## config.mk

```make
export PLATFORM = sky130hd
export DESIGN_NAME = splfc_top
export DESIGN_NICKNAME = d
export VERILOG_FILES = /design/src/splfc_pkg.sv /design/src/splfc_lock_guard.sv /design/src/splfc_top.sv
export VERILOG_INCLUDE_DIRS = /design/src
export SDC_FILE = /design/constraint.sdc
export NUM_CORES = 1
export LEC_CHECK = 0
export BUFFER_PORTS_ARGS = -buffer_cell sky130_fd_sc_hd__clkbuf_2
export CAP_MARGIN = 25
export CORE_UTILIZATION = 54
export CTS_CLUSTER_DIAMETER = 30
export DETAILED_ROUTE_END_ITERATION = 7
export PLACE_DENSITY = 0.81
export SLEW_MARGIN = 10
export SYNTH_ARGS = -nofsm -noshare
export SYNTH_HDL_FRONTEND = slang
export SYNTH_SLANG_ARGS = --single-unit
export TNS_END_PERCENT = 1
```

## constraint.sdc

```tcl
create_clock -name pclk -period 3.2 [get_ports pclk]
set_input_delay 0.64 -clock pclk [delete_from_list [all_inputs] [get_ports pclk]]
set_output_delay 0.64 -clock pclk [all_outputs]
set_load 0.005 [all_outputs]
```

## src/splfc_regs.svh

```systemverilog
`ifndef SPLFC_REGS_SVH
`define SPLFC_REGS_SVH

// ----------------------------------------------------------------
// register byte offsets
// ----------------------------------------------------------------
`define SPLFC_OFF_CTRL 8'h00
`define SPLFC_OFF_DATA 8'h04
`define SPLFC_OFF_ZPTR 8'h08
`define SPLFC_OFF_INSTR 8'h0C
`define SPLFC_OFF_RESULT 8'h10
`define SPLFC_OFF_STATUS 8'h14

// ----------------------------------------------------------------
// field positions
// ----------------------------------------------------------------
`define SPLFC_INSTR_STORE 0
`define SPLFC_INSTR_LOAD 1
`define SPLFC_DATA_LOCK_HI 5
`define SPLFC_DATA_LOCK_LO 2

// ----------------------------------------------------------------
// control patterns in the low five bits
// ----------------------------------------------------------------
`define SPLFC_PAT_APP_READ 5'h11
`define SPLFC_PAT_LOCK_SET 5'h09
`define SPLFC_PAT_PAGE_WRITE 5'h05
`define SPLFC_PAT_PAGE_ERASE 5'h03
`define SPLFC_PAT_BUF_LOAD 5'h01

// ----------------------------------------------------------------
// command windows in clock cycles
// ----------------------------------------------------------------
`define SPLFC_STORE_WIN 3'h4
`define SPLFC_LOAD_WIN 3'h5
`define SPLFC_AGE_MAX 3'h7

// ----------------------------------------------------------------
// special read pointers and values
// ----------------------------------------------------------------
`define SPLFC_PTR_FUSE_LOW 16'h0000
`define SPLFC_PTR_LOCK 16'h0001
`define SPLFC_PTR_FUSE_HIGH 16'h0003
`define SPLFC_UNDEF_BYTE 8'hFF
`define SPLFC_UNPROG_LOCKS 4'hF

// ----------------------------------------------------------------
// first boot word per boot size selection
// ----------------------------------------------------------------
`define SPLFC_BOOT_START_11 13'h1F80
`define SPLFC_BOOT_START_10 13'h1F00
`define SPLFC_BOOT_START_01 13'h1E00
`define SPLFC_BOOT_START_00 13'h1C00

`endif

```

## src/splfc_pkg.sv

```systemverilog
package splfc_pkg;

	// ----------------------------------------------------------------
	// sequencer states and flash operations
	// ----------------------------------------------------------------
	typedef enum logic [1:0] {
		SPLFC_ST_IDLE = 2'b00,
		SPLFC_ST_PROG = 2'b01,
		SPLFC_ST_READ = 2'b10
	} splfc_state_e;

	typedef enum logic [2:0] {
		SPLFC_OP_NONE = 3'b000,
		SPLFC_OP_BUF_LOAD = 3'b001,
		SPLFC_OP_PAGE_ERASE = 3'b010,
		SPLFC_OP_PAGE_WRITE = 3'b011,
		SPLFC_OP_READ = 3'b100
	} splfc_op_e;

	// ----------------------------------------------------------------
	// carriers
	// ----------------------------------------------------------------
	typedef struct packed {
		splfc_op_e op;
		logic [15:0] addr;
		logic [15:0] wdata;
	} splfc_flash_cmd_s;

	// order matches data bits 5..2 of a lock write
	typedef struct packed {
		logic boot_lock_high;
		logic boot_lock_low;
		logic app_lock_high;
		logic app_lock_low;
	} splfc_boot_lock_s;

	// order matches the low five control bits
	typedef struct packed {
		logic app_section_read_enable;
		logic lock_bit_set_ctrl;
		logic page_write_ctrl;
		logic page_erase_ctrl;
		logic store_enable_ctrl;
	} splfc_ctrl_s;

endpackage : splfc_pkg

```

## src/splfc_lock_guard.sv

```systemverilog
`timescale 1ns/1ns
`include "splfc_regs.svh"

module splfc_lock_guard
	import splfc_pkg::*;
(
	// lock and fuse state
	input wire splfc_boot_lock_s boot_lock,
	input wire logic [1:0] boot_size,
	// access under test
	input wire logic [15:0] zaddr,
	input wire logic exec_in_boot,
	// verdicts
	output logic store_ok,
	output logic load_ok,
	output logic target_boot
);

	// ----------------------------------------------------------------
	// section boundary
	// ----------------------------------------------------------------
	function automatic logic [12:0] splfc_boot_start(input logic [1:0] sz);
		case (sz)
			2'b11: splfc_boot_start = `SPLFC_BOOT_START_11;
			2'b10: splfc_boot_start = `SPLFC_BOOT_START_10;
			2'b01: splfc_boot_start = `SPLFC_BOOT_START_01;
			default: splfc_boot_start = `SPLFC_BOOT_START_00;
		endcase
	endfunction : splfc_boot_start

	wire logic [12:0] word_addr = zaddr[13:1];
	assign target_boot = (word_addr >= splfc_boot_start(boot_size));

	// ----------------------------------------------------------------
	// protection decode, programmed bit is zero
	// ----------------------------------------------------------------
	wire logic app_store_ok = boot_lock.app_lock_low;
	wire logic boot_store_ok = boot_lock.boot_lock_low;
	wire logic app_read_ok = boot_lock.app_lock_high | ~exec_in_boot;
	wire logic boot_read_ok = boot_lock.boot_lock_high | exec_in_boot;

	assign store_ok = target_boot ? boot_store_ok : app_store_ok;
	assign load_ok = target_boot ? boot_read_ok : app_read_ok;

endmodule : splfc_lock_guard

```

## src/splfc_top.sv

```systemverilog
`timescale 1ns/1ns
`include "splfc_regs.svh"

module splfc_top
	import splfc_pkg::*;
(
	// clock and reset
	input wire logic pclk,
	input wire logic presetn,
	// apb slave
	input wire logic [7:0] paddr,
	input wire logic psel,
	input wire logic penable,
	input wire logic pwrite,
	input wire logic [31:0] pwdata,
	output logic [31:0] prdata,
	output logic pready,
	output logic pslverr,
	// cpu side
	input wire logic exec_in_boot,
	output logic cpu_halt,
	output logic irq_disable,
	// eeprom status, same clock
	input wire logic eeprom_write_busy,
	// nonvolatile straps, static, and the chip erase strobe, same clock
	input wire logic [7:0] fuse_low,
	input wire logic [2:0] fuse_high,
	input wire logic [1:0] general_lock,
	input wire logic [3:0] boot_lock_init,
	input wire logic chip_erase,
	// flash array port
	output logic flash_req,
	output splfc_flash_cmd_s flash_cmd,
	input wire logic flash_done,
	input wire logic [7:0] flash_rdata
);

	// ----------------------------------------------------------------
	// state
	// ----------------------------------------------------------------
	splfc_state_e state_r, state_nxt;
	splfc_ctrl_s ctrl_r, ctrl_nxt;
	splfc_boot_lock_s lock_r, lock_nxt;
	splfc_flash_cmd_s cmd_r, cmd_nxt;
	logic [2:0] age_r, age_nxt;
	logic [15:0] data_r;
	logic [15:0] zptr_r;
	logic [7:0] result_r, result_nxt;
	logic rvalid_r, rvalid_nxt;
	logic req_r, req_nxt;
	logic halt_r, halt_nxt;
	logic [7:0] fuse_low_r;
	logic [2:0] fuse_high_r;
	logic [1:0] glock_r;
	logic loaded_r;
	logic [31:0] prdata_r;

	// ----------------------------------------------------------------
	// apb decode
	// ----------------------------------------------------------------
	wire logic setup = psel & ~penable;
	wire logic access = psel & penable;
	wire logic wr_acc = access & pwrite;
	wire logic hit_ctrl = (paddr == `SPLFC_OFF_CTRL);
	wire logic hit_data = (paddr == `SPLFC_OFF_DATA);
	wire logic hit_zptr = (paddr == `SPLFC_OFF_ZPTR);
	wire logic hit_instr = (paddr == `SPLFC_OFF_INSTR);
	wire logic hit_result = (paddr == `SPLFC_OFF_RESULT);
	wire logic hit_status = (paddr == `SPLFC_OFF_STATUS);
	wire logic mapped = hit_ctrl | hit_data | hit_zptr | hit_instr | hit_result | hit_status;

	assign pready = 1'b1;
	assign pslverr = access & ~mapped;

	// ----------------------------------------------------------------
	// control pattern check
	// ----------------------------------------------------------------
	function automatic logic splfc_pattern_ok(input logic [4:0] pat);
		splfc_pattern_ok = (pat == `SPLFC_PAT_APP_READ) | (pat == `SPLFC_PAT_LOCK_SET) |
			(pat == `SPLFC_PAT_PAGE_WRITE) | (pat == `SPLFC_PAT_PAGE_ERASE) |
			(pat == `SPLFC_PAT_BUF_LOAD);
	endfunction : splfc_pattern_ok

	wire logic idle = (state_r == SPLFC_ST_IDLE);
	// eeprom writes lock the control register, so no window can open
	wire logic ctrl_wr = wr_acc & hit_ctrl & idle & ~eeprom_write_busy &
		splfc_pattern_ok(pwdata[4:0]);
	wire logic ins_store = wr_acc & hit_instr & idle & pwdata[`SPLFC_INSTR_STORE];
	wire logic ins_load = wr_acc & hit_instr & idle & ~pwdata[`SPLFC_INSTR_STORE] &
		pwdata[`SPLFC_INSTR_LOAD];

	// ----------------------------------------------------------------
	// command windows
	// ----------------------------------------------------------------
	wire logic win_open = idle & ctrl_r.store_enable_ctrl;
	wire logic store_in_win = win_open & (age_r < `SPLFC_STORE_WIN);
	wire logic load_in_win = win_open & ctrl_r.lock_bit_set_ctrl &
		(age_r < `SPLFC_LOAD_WIN);
	wire logic [2:0] win_last = ctrl_r.lock_bit_set_ctrl ?
		(`SPLFC_LOAD_WIN - 3'h1) : (`SPLFC_STORE_WIN - 3'h1);
	wire logic expire = win_open & (age_r == win_last);

	// ----------------------------------------------------------------
	// lock protection
	// ----------------------------------------------------------------
	logic store_ok;
	logic load_ok;

	splfc_lock_guard u_guard (
		.boot_lock(lock_r),
		.boot_size(fuse_high_r[2:1]),
		.zaddr(zptr_r),
		.exec_in_boot(exec_in_boot),
		.store_ok(store_ok),
		.load_ok(load_ok),
		.target_boot()
	);

	// ----------------------------------------------------------------
	// special read mux
	// ----------------------------------------------------------------
	// unassigned positions return ones
	wire logic [7:0] lock_byte = {2'b11, lock_r, glock_r};
	wire logic [7:0] fuse_high_byte = {5'b11111, fuse_high_r};
	wire logic [7:0] special_byte =
		(zptr_r == `SPLFC_PTR_LOCK) ? lock_byte :
		(zptr_r == `SPLFC_PTR_FUSE_LOW) ? fuse_low_r :
		(zptr_r == `SPLFC_PTR_FUSE_HIGH) ? fuse_high_byte :
		`SPLFC_UNDEF_BYTE;

	// ----------------------------------------------------------------
	// sequencer next state
	// ----------------------------------------------------------------
	always_comb begin
		state_nxt = state_r;
		ctrl_nxt = ctrl_r;
		lock_nxt = lock_r;
		cmd_nxt = cmd_r;
		req_nxt = req_r;
		halt_nxt = halt_r;
		result_nxt = result_r;
		rvalid_nxt = rvalid_r;
		age_nxt = (win_open && age_r != `SPLFC_AGE_MAX) ? age_r + 3'h1 : age_r;
		case (state_r)
			SPLFC_ST_IDLE: begin
				if (ctrl_wr) begin
					ctrl_nxt = pwdata[4:0];
					age_nxt = 3'h0;
				end else if (ins_store && store_in_win) begin
					ctrl_nxt = '0;
					if (eeprom_write_busy) begin
						ctrl_nxt = '0;
					end else if (ctrl_r.lock_bit_set_ctrl) begin
						// general locks live outside this field entirely
						lock_nxt = lock_r &
							data_r[`SPLFC_DATA_LOCK_HI:`SPLFC_DATA_LOCK_LO];
					end else if (ctrl_r.page_erase_ctrl || ctrl_r.page_write_ctrl) begin
						if (store_ok) begin
							ctrl_nxt = ctrl_r;
							state_nxt = SPLFC_ST_PROG;
							req_nxt = 1'b1;
							halt_nxt = 1'b1;
							cmd_nxt.op = ctrl_r.page_erase_ctrl ? SPLFC_OP_PAGE_ERASE :
								SPLFC_OP_PAGE_WRITE;
							cmd_nxt.addr = zptr_r;
							cmd_nxt.wdata = data_r;
						end
					end else if (ctrl_r.app_section_read_enable) begin
						ctrl_nxt = '0;
					end else begin
						ctrl_nxt = ctrl_r;
						state_nxt = SPLFC_ST_PROG;
						req_nxt = 1'b1;
						cmd_nxt.op = SPLFC_OP_BUF_LOAD;
						cmd_nxt.addr = zptr_r;
						cmd_nxt.wdata = data_r;
					end
				end else if (ins_load && load_in_win) begin
					ctrl_nxt = '0;
					rvalid_nxt = 1'b1;
					result_nxt = eeprom_write_busy ? `SPLFC_UNDEF_BYTE :
						special_byte;
				end else if (ins_load) begin
					rvalid_nxt = 1'b0;
					state_nxt = SPLFC_ST_READ;
					req_nxt = 1'b1;
					cmd_nxt.op = SPLFC_OP_READ;
					cmd_nxt.addr = zptr_r;
					cmd_nxt.wdata = '0;
				end else if (expire) begin
					ctrl_nxt = '0;
				end
			end
			SPLFC_ST_PROG: begin
				// enable stays high until the array reports completion
				if (flash_done) begin
					state_nxt = SPLFC_ST_IDLE;
					ctrl_nxt = '0;
					req_nxt = 1'b0;
					halt_nxt = 1'b0;
					cmd_nxt.op = SPLFC_OP_NONE;
				end
			end
			SPLFC_ST_READ: begin
				if (flash_done) begin
					state_nxt = SPLFC_ST_IDLE;
					req_nxt = 1'b0;
					rvalid_nxt = 1'b1;
					result_nxt = load_ok ? flash_rdata : `SPLFC_UNDEF_BYTE;
					cmd_nxt.op = SPLFC_OP_NONE;
				end
			end
			default: begin
				state_nxt = SPLFC_ST_IDLE;
				ctrl_nxt = '0;
				req_nxt = 1'b0;
				halt_nxt = 1'b0;
			end
		endcase
		if (chip_erase) begin
			lock_nxt = `SPLFC_UNPROG_LOCKS;
		end else if (!loaded_r) begin
			lock_nxt = boot_lock_init;
		end
	end

	// ----------------------------------------------------------------
	// register read mux
	// ----------------------------------------------------------------
	// busy flag has no function here and reads zero
	wire logic [31:0] rd_ctrl = {24'h000000, 3'b000, ctrl_r};
	wire logic [31:0] rd_status = {24'h000000, lock_r, eeprom_write_busy, irq_disable,
		halt_r, ~idle};
	wire logic [31:0] rd_mux =
		hit_ctrl ? rd_ctrl :
		hit_data ? {16'h0000, data_r} :
		hit_zptr ? {16'h0000, zptr_r} :
		hit_result ? {23'h000000, rvalid_r, result_r} :
		hit_status ? rd_status :
		32'h00000000;

	// ----------------------------------------------------------------
	// flip-flops
	// ----------------------------------------------------------------
	always_ff @(posedge pclk or negedge presetn) begin
		if (!presetn) begin
			state_r <= SPLFC_ST_IDLE;
			ctrl_r <= '0;
			lock_r <= `SPLFC_UNPROG_LOCKS;
			cmd_r <= '0;
			age_r <= 3'h0;
			req_r <= 1'b0;
			halt_r <= 1'b0;
			result_r <= 8'h00;
			rvalid_r <= 1'b0;
		end else begin
			state_r <= state_nxt;
			ctrl_r <= ctrl_nxt;
			lock_r <= lock_nxt;
			cmd_r <= cmd_nxt;
			age_r <= age_nxt;
			req_r <= req_nxt;
			halt_r <= halt_nxt;
			result_r <= result_nxt;
			rvalid_r <= rvalid_nxt;
		end
	end

	// ----------------------------------------------------------------
	// strap capture
	// ----------------------------------------------------------------
	// straps caught on the first edge after release, never at reset
	always_ff @(posedge pclk or negedge presetn) begin
		if (!presetn) begin
			loaded_r <= 1'b0;
			fuse_low_r <= 8'hFF;
			fuse_high_r <= 3'h7;
			glock_r <= 2'h3;
		end else if (!loaded_r) begin
			loaded_r <= 1'b1;
			fuse_low_r <= fuse_low;
			fuse_high_r <= fuse_high;
			glock_r <= general_lock;
		end
	end

	// ----------------------------------------------------------------
	// data and pointer registers
	// ----------------------------------------------------------------
	always_ff @(posedge pclk or negedge presetn) begin
		if (!presetn) begin
			data_r <= 16'h0000;
			zptr_r <= 16'h0000;
		end else if (wr_acc && hit_data) begin
			data_r <= pwdata[15:0];
		end else if (wr_acc && hit_zptr) begin
			zptr_r <= pwdata[15:0];
		end
	end

	// ----------------------------------------------------------------
	// read capture
	// ----------------------------------------------------------------
	// read data captured in the setup cycle, so the access phase needs no wait
	always_ff @(posedge pclk or negedge presetn) begin
		if (!presetn) begin
			prdata_r <= 32'h00000000;
		end else if (setup && !pwrite) begin
			prdata_r <= rd_mux;
		end
	end

	// ----------------------------------------------------------------
	// outputs
	// ----------------------------------------------------------------
	assign prdata = prdata_r;
	assign cpu_halt = halt_r;
	assign flash_req = req_r;
	assign flash_cmd = cmd_r;
	assign irq_disable = exec_in_boot & ~lock_r.boot_lock_high;

endmodule : splfc_top
```

== Word level (Yosys, flattened, before mapping) ==
Cells that the tools add are included.
W data, S select, Z words.
Storage, ports and cells
  register bits after elaboration: 138
  output and inout bits: 72
  word-level logic and storage cells: 234
Operators by class
  $add $sub $neg: 1
  order comparisons: 3
  equal/unequal tests: 51
  muxes and demuxes: 87
  bitwise operators: 41
  reductions and logical operators: 26
Operator list (number)
  $mux W35: 9
  $mux W8: 9
  $mux W5: 10
  $mux W16: 3
  $pmux W10 S3: 1
  $mux W4: 7
  $ne A3 B3 Y1 const B: 8
  $reduce_and A8 Y1: 3
  $mux W1: 23
  $mux W3: 7
  $mux W2: 10
  $reduce_and A5 Y1: 4
  $and A1 B1 Y1: 19
  $ne A2 B2 Y1 const B: 9
  $eq A16 B1 Y1 const B: 1
  $eq A16 B2 Y1 const B: 1
  $eq A8 B4 Y1 const B: 2
  $eq A8 B5 Y1 const B: 2
  $logic_not A16 Y1: 1
  $pmux W8 S2: 1
  $pmux W5 S3: 1
  $ge A13 B13 Y1: 1
  $or A1 B1 Y1: 11
  $ne A2 B1 Y1 const B: 5
  37 further kinds: 61

== Longest topological paths before layout ==
  word-level depth: 11
  mapped depth: 9
  depth with buffers taken out: 8

== Hierarchy ==
A second synthesis with hierarchy kept.
Second synthesis, totals
  cells, all modules: 590
  area total of the unflattened synthesis: 6033.3 µm²
Modules (own cells, without submodules)
  splfc_top: times used 1, cells each 570, area each 5880.6 µm², seq. area each 3074.2 µm²
  splfc_lock_guard: times used 1, cells each 20, area each 152.6 µm², seq. area each 0.0 µm²

== Worst setup path before layout ==
OpenSTA, ideal clock, no wires.
  path type: input to register
  from: input paddr[0]
  to: register data_r[10]
  library setup time: 125 ps
  arrival time: 2434 ps
  data required time: 3075 ps
  setup slack: 641 ps
  stages: 8
  cell sequence: or4_4 nor3_4 nand2b_2 buf_6 or3_1 buf_6 buf_12 mux2_4
On the way
  longest elaborated chain between the ends: 2
Ends and longest elaborated chain
  start, declared: RTL line splfc_top.sv:11  | input wire logic [7:0] paddr,
  $eq A8 B3 Y1 (no source line)
  $logic_and A1 B1 Y1: RTL line splfc_top.sv:294  | end else if (wr_acc && hit_data) begin
  end signal, assigned: RTL line splfc_top.sv:295  | data_r <= pwdata[15:0];
  end, declared: RTL line splfc_top.sv:46  | logic [15:0] data_r;
No other way between the ends.
A chain may end at the register's enable or synchronous reset.

== Final worst setup path ==
  from: register fuse_high_r[1]
  to: register cmd_r (netlist bit flash_cmd[32])
On the way
  longest elaborated chain between the ends: 6
Ends and longest elaborated chain
  start, declared: RTL line splfc_top.sv:53  | logic [2:0] fuse_high_r;
  start signal, assigned: RTL line splfc_top.sv:282  | fuse_high_r <= fuse_high;
  $eq A2 B1 Y1 / $eq A2 B2 Y1 (equally long branches): RTL line splfc_lock_guard.sv:23  | case (sz)
  $pmux W10 S3 (*): RTL line splfc_lock_guard.sv:23
  $ge A13 B13 Y1 (*): RTL line splfc_lock_guard.sv:32  | assign target_boot = (word_addr >= splfc_boot_start(boot_size));
  $mux W1 (*): RTL line splfc_lock_guard.sv:42  | assign store_ok = target_boot ? boot_store_ok : app_store_ok;
  $ne A4 B4 Y1 (no source line) (*)
  $reduce_and A9 Y1 (no source line) (*)
  end signal, assigned: RTL line splfc_top.sv:260  | cmd_r <= cmd_nxt;
  end, declared: RTL line splfc_top.sv:44  | splfc_flash_cmd_s cmd_r, cmd_nxt;
Every way passes the cells marked *; elsewhere a longest branch is shown, timed or not.

==> qor.json <==
{
  "cap_viol_max_count": 0,
  "core_region_area_mm2": 0.01084,
  "power_density_mw_per_mm2": 600.3,
  "synth_enable_flop_cells": 0,
  "critical_path_peak_fanout": 5,
  "synth_top_area_cell": "dfrtp_1",
  "fp.dieW_um": 107.4,
  "setup_repair_after_global_routing_missed_its_margin": "no",
  "regToRegStartpoint": "fuse_high_r[1]",
  "first_global_vias": 4816,
  "postLayoutCoreUtil_pct": 67.08,
  "drive_gt1_share_pct": 38.10,
  "initial_utilization_pct": 55.30,
  "synth.area.top_cells": "dfrtp_1 (44%), mux2_2 (10%), dfstp_2 (7.5%)",
  "synthesis.area_mm2": 0.005994,
  "cts.htree.levels": 4,
  "fp-row-count": 38,
  "die_span_y_um": 107.4,
  "fin_tns_setup_ns": 0,
  "timing_worst_setup_path_type": "reg -> reg",
  "critical_path.startpoint": "fuse_high_r[1]",
  "drcViolationCount": 0,
  "grt_pass1_wl_mm": 24.46,
  "areaGrowthSynthToFinish_pct": 21.31,
  "detailroute.via_count": 4779,
  "cts_buffer_count": 17,
  "clock_tree.buffer_depth": 2,
  "clock-root-buffer": "clkbuf_8",
  "detail_route.wirelength_mm": 15.44,
  "via_density_per_instance": 5.944,
  "antenna_cells": 0,
  "final_instance_area_mm2": 0.007272,
  "placed_area_mm2": 0.006661,
  "critical_path.startpoint_type": "register",
  "power.ir.vdd_worst_v": 0.0003343,
  "report.final.slew_viol_count": 0,
  "power_uw": 4365,
  "yosys.cell_count.top_type": "dfrtp_1",
  "design.final.nets": 734,
  "cts_resized": 0,
  "worst_hold_path_type": "in -> async",
  "min_period_over_period_pct": 89.20,
  "fraction_of_post_synthesis_cell_area_in_the_top_cell_type_by_area_pct": 43.83,
  "p_leak_uw": 0.003590,
  "period_minus_slack_ns": 2.854,
  "all_layer_global_routing_usage_pct": 28.20,
  "cts_tree": "done",
  "path_clk_slew_ns": 0.06,
  "grt.overflow.total": 0,
  "cts.hold.buffers_added": 0,
  "final_hold_vios": 0,
  "status": "finished, final reports clean",
  "cts_setup_buffers": 0,
  "leading_post_synthesis_cells_by_instance_count": "dfrtp_1 (105), mux2_2 (54), nand2_1 (43)",
  "required_ns": 3.60,
  "worst_slew_pin_slew_ns": 0.9060,
  "worstSkewPairLatency_ns": 0.52,
  "fmax_ghz": 0.3504,
  "detail_route.wl_per_cell_um": 19.21,
  "place_congestion": 0.8921,
  "drt-pass1-iter-count": 5,
  "detailedRoute.firstIterationViolations": 401,
  "syn-mean-instance-area_um2": 11.29,
  "place.detailed.hpwl_mm": 11.02,
  "dieArea_mm2": 0.01153,
  "pin_count_of_the_biggest_net_entering_global_routing": 50,
  "floorplan.io_pins": 146,
  "max_clock_skew_ns": 0.01404,
  "grt_antenna_before_repair": 0,
  "worstPathArrival_ns": 3.25,
  "slew_headroom_pct": 39.19,
  "setup_viol": 0,
  "ys_warn_count": 0,
  "synth_cell_type_count": 68,
  "portBuffers": 112,
  "synth_top_flop_cell": "dfrtp_1",
  "cts.sinks": 122,
  "yosys_register_bits": 122,
  "synth_seq_area_share_pct": 51.28,
  "ant_nets": 0,
  "synthesis.instances": 531,
  "worstSetupEndpointType": "register",
  "synthArstFlopShare_pct": 100.0
}
==> registers in the layout, indices dropped and copies added, names as in the netlist, 2 cells and up <==
register,count
state_r,2
ctrl_r,5
lock_byte,4
prdata,16
result_r,8
fuse_low_r,8
glock_r,2
zptr_r,16
age_r,3
flash_cmd,35
fuse_high_r,3
data_r,16
==> kinds of logic after synthesis <==
family / Yosys count / share of synthesized area [%]
muxes: 68 / 13.32
xor gates and xnor gates: 1 / 0.1461
adders and majority gates: 10 / 2.046
DFF: 122 / 51.28
other: 2 / 0.1253
buffers and inverters: 55 / 5.176
AOI/OAI and AO/OA: 141 / 16.11
and+or+nand+nor: 132 / 11.79
==> stage by stage <==
stage / cells / hold WS (ns) / setup WS [ns]
floorplan: 547 / 0.3444 / 0.6405
global placement: 772 / 0.4609 / 0.4483
detailed placement: 772 / 0.4734 / 0.4125
CTS: 804 / 0.1086 / 0.3733
global route: 804 / 0.1198 / 0.2906
finish: 804 / 0.1041 / 0.3457
==> layout by cell type, fill, tap and decap left out, types with 5 or more instances in the layout <==
cell       count
clkbuf_16     16
dfstp_2       17
a21oi_1       25
dfrtp_1      105
and2_1         5
nor2_1        23
nor3_1        10
o31ai_1        8
inv_1         16
inv_6          6
nor2b_1        5
o21ai_0       33
mux2_2        54
clkbuf_2     111
mux2_4        10
buf_4         11
ha_1           9
a22o_1        21
conb_1        18
nand2_1       43
a22oi_1        9
o22ai_1        5
o22a_1         5
==> report_power, final <==
part | switching (uW) | total [uW] | internal, uW | leakage [uW]
clock | 743 | 1970 | 1230 | 0.000296
combinational | 375 | 638 | 263 | 0.00171
sequential | 87.0 | 1760 | 1670 | 0.00159
==> metal layers <==
layer / GRT usage, % / share of wire (%)
met1: 36.64 / 41
met2: 45.58 / 49
met3: 7.627 / 8.5
met4: 9.687 / 1.7
met5: 0 / 0
==> worst paths after layout <==
check                                endpoint  slack [ns]  depth (start not counted)
worst max-delay path            flash_cmd[32]        0.35                          8
worst min-delay path            flash_cmd[14]        0.10                          1
worst max register to register  flash_cmd[32]        0.35                          8
worst min register to register      prdata[0]        0.48                          2
max in group asynchronous           ctrl_r[3]        2.27                          2
min in group pclk                  glock_r[1]        0.35                          2
==> critical path, cell delays in order, from the launching register on <==
cell      delay [ns]
dfstp_2         0.58
and2_1          0.15
ha_1            0.23
and4b_1         0.19
and4b_1         0.28
nor2_1          0.22
mux2_2          0.40
o211ai_1        0.30
mux2_2          0.38
==> final cells by class <==
class | instances | area (um^2)
sequential | 122 | 3074
timing repair buffer | 124 | 678.2
tap | 140 | 175.2
clock inverter | 14 | 182.7
multi-input combinational | 370 | 2674
clock buffer | 18 | 427.9
inverter | 16 | 60.06
fill | 801 | 3568
Note: power is estimated with default switching activity, not from simulation.
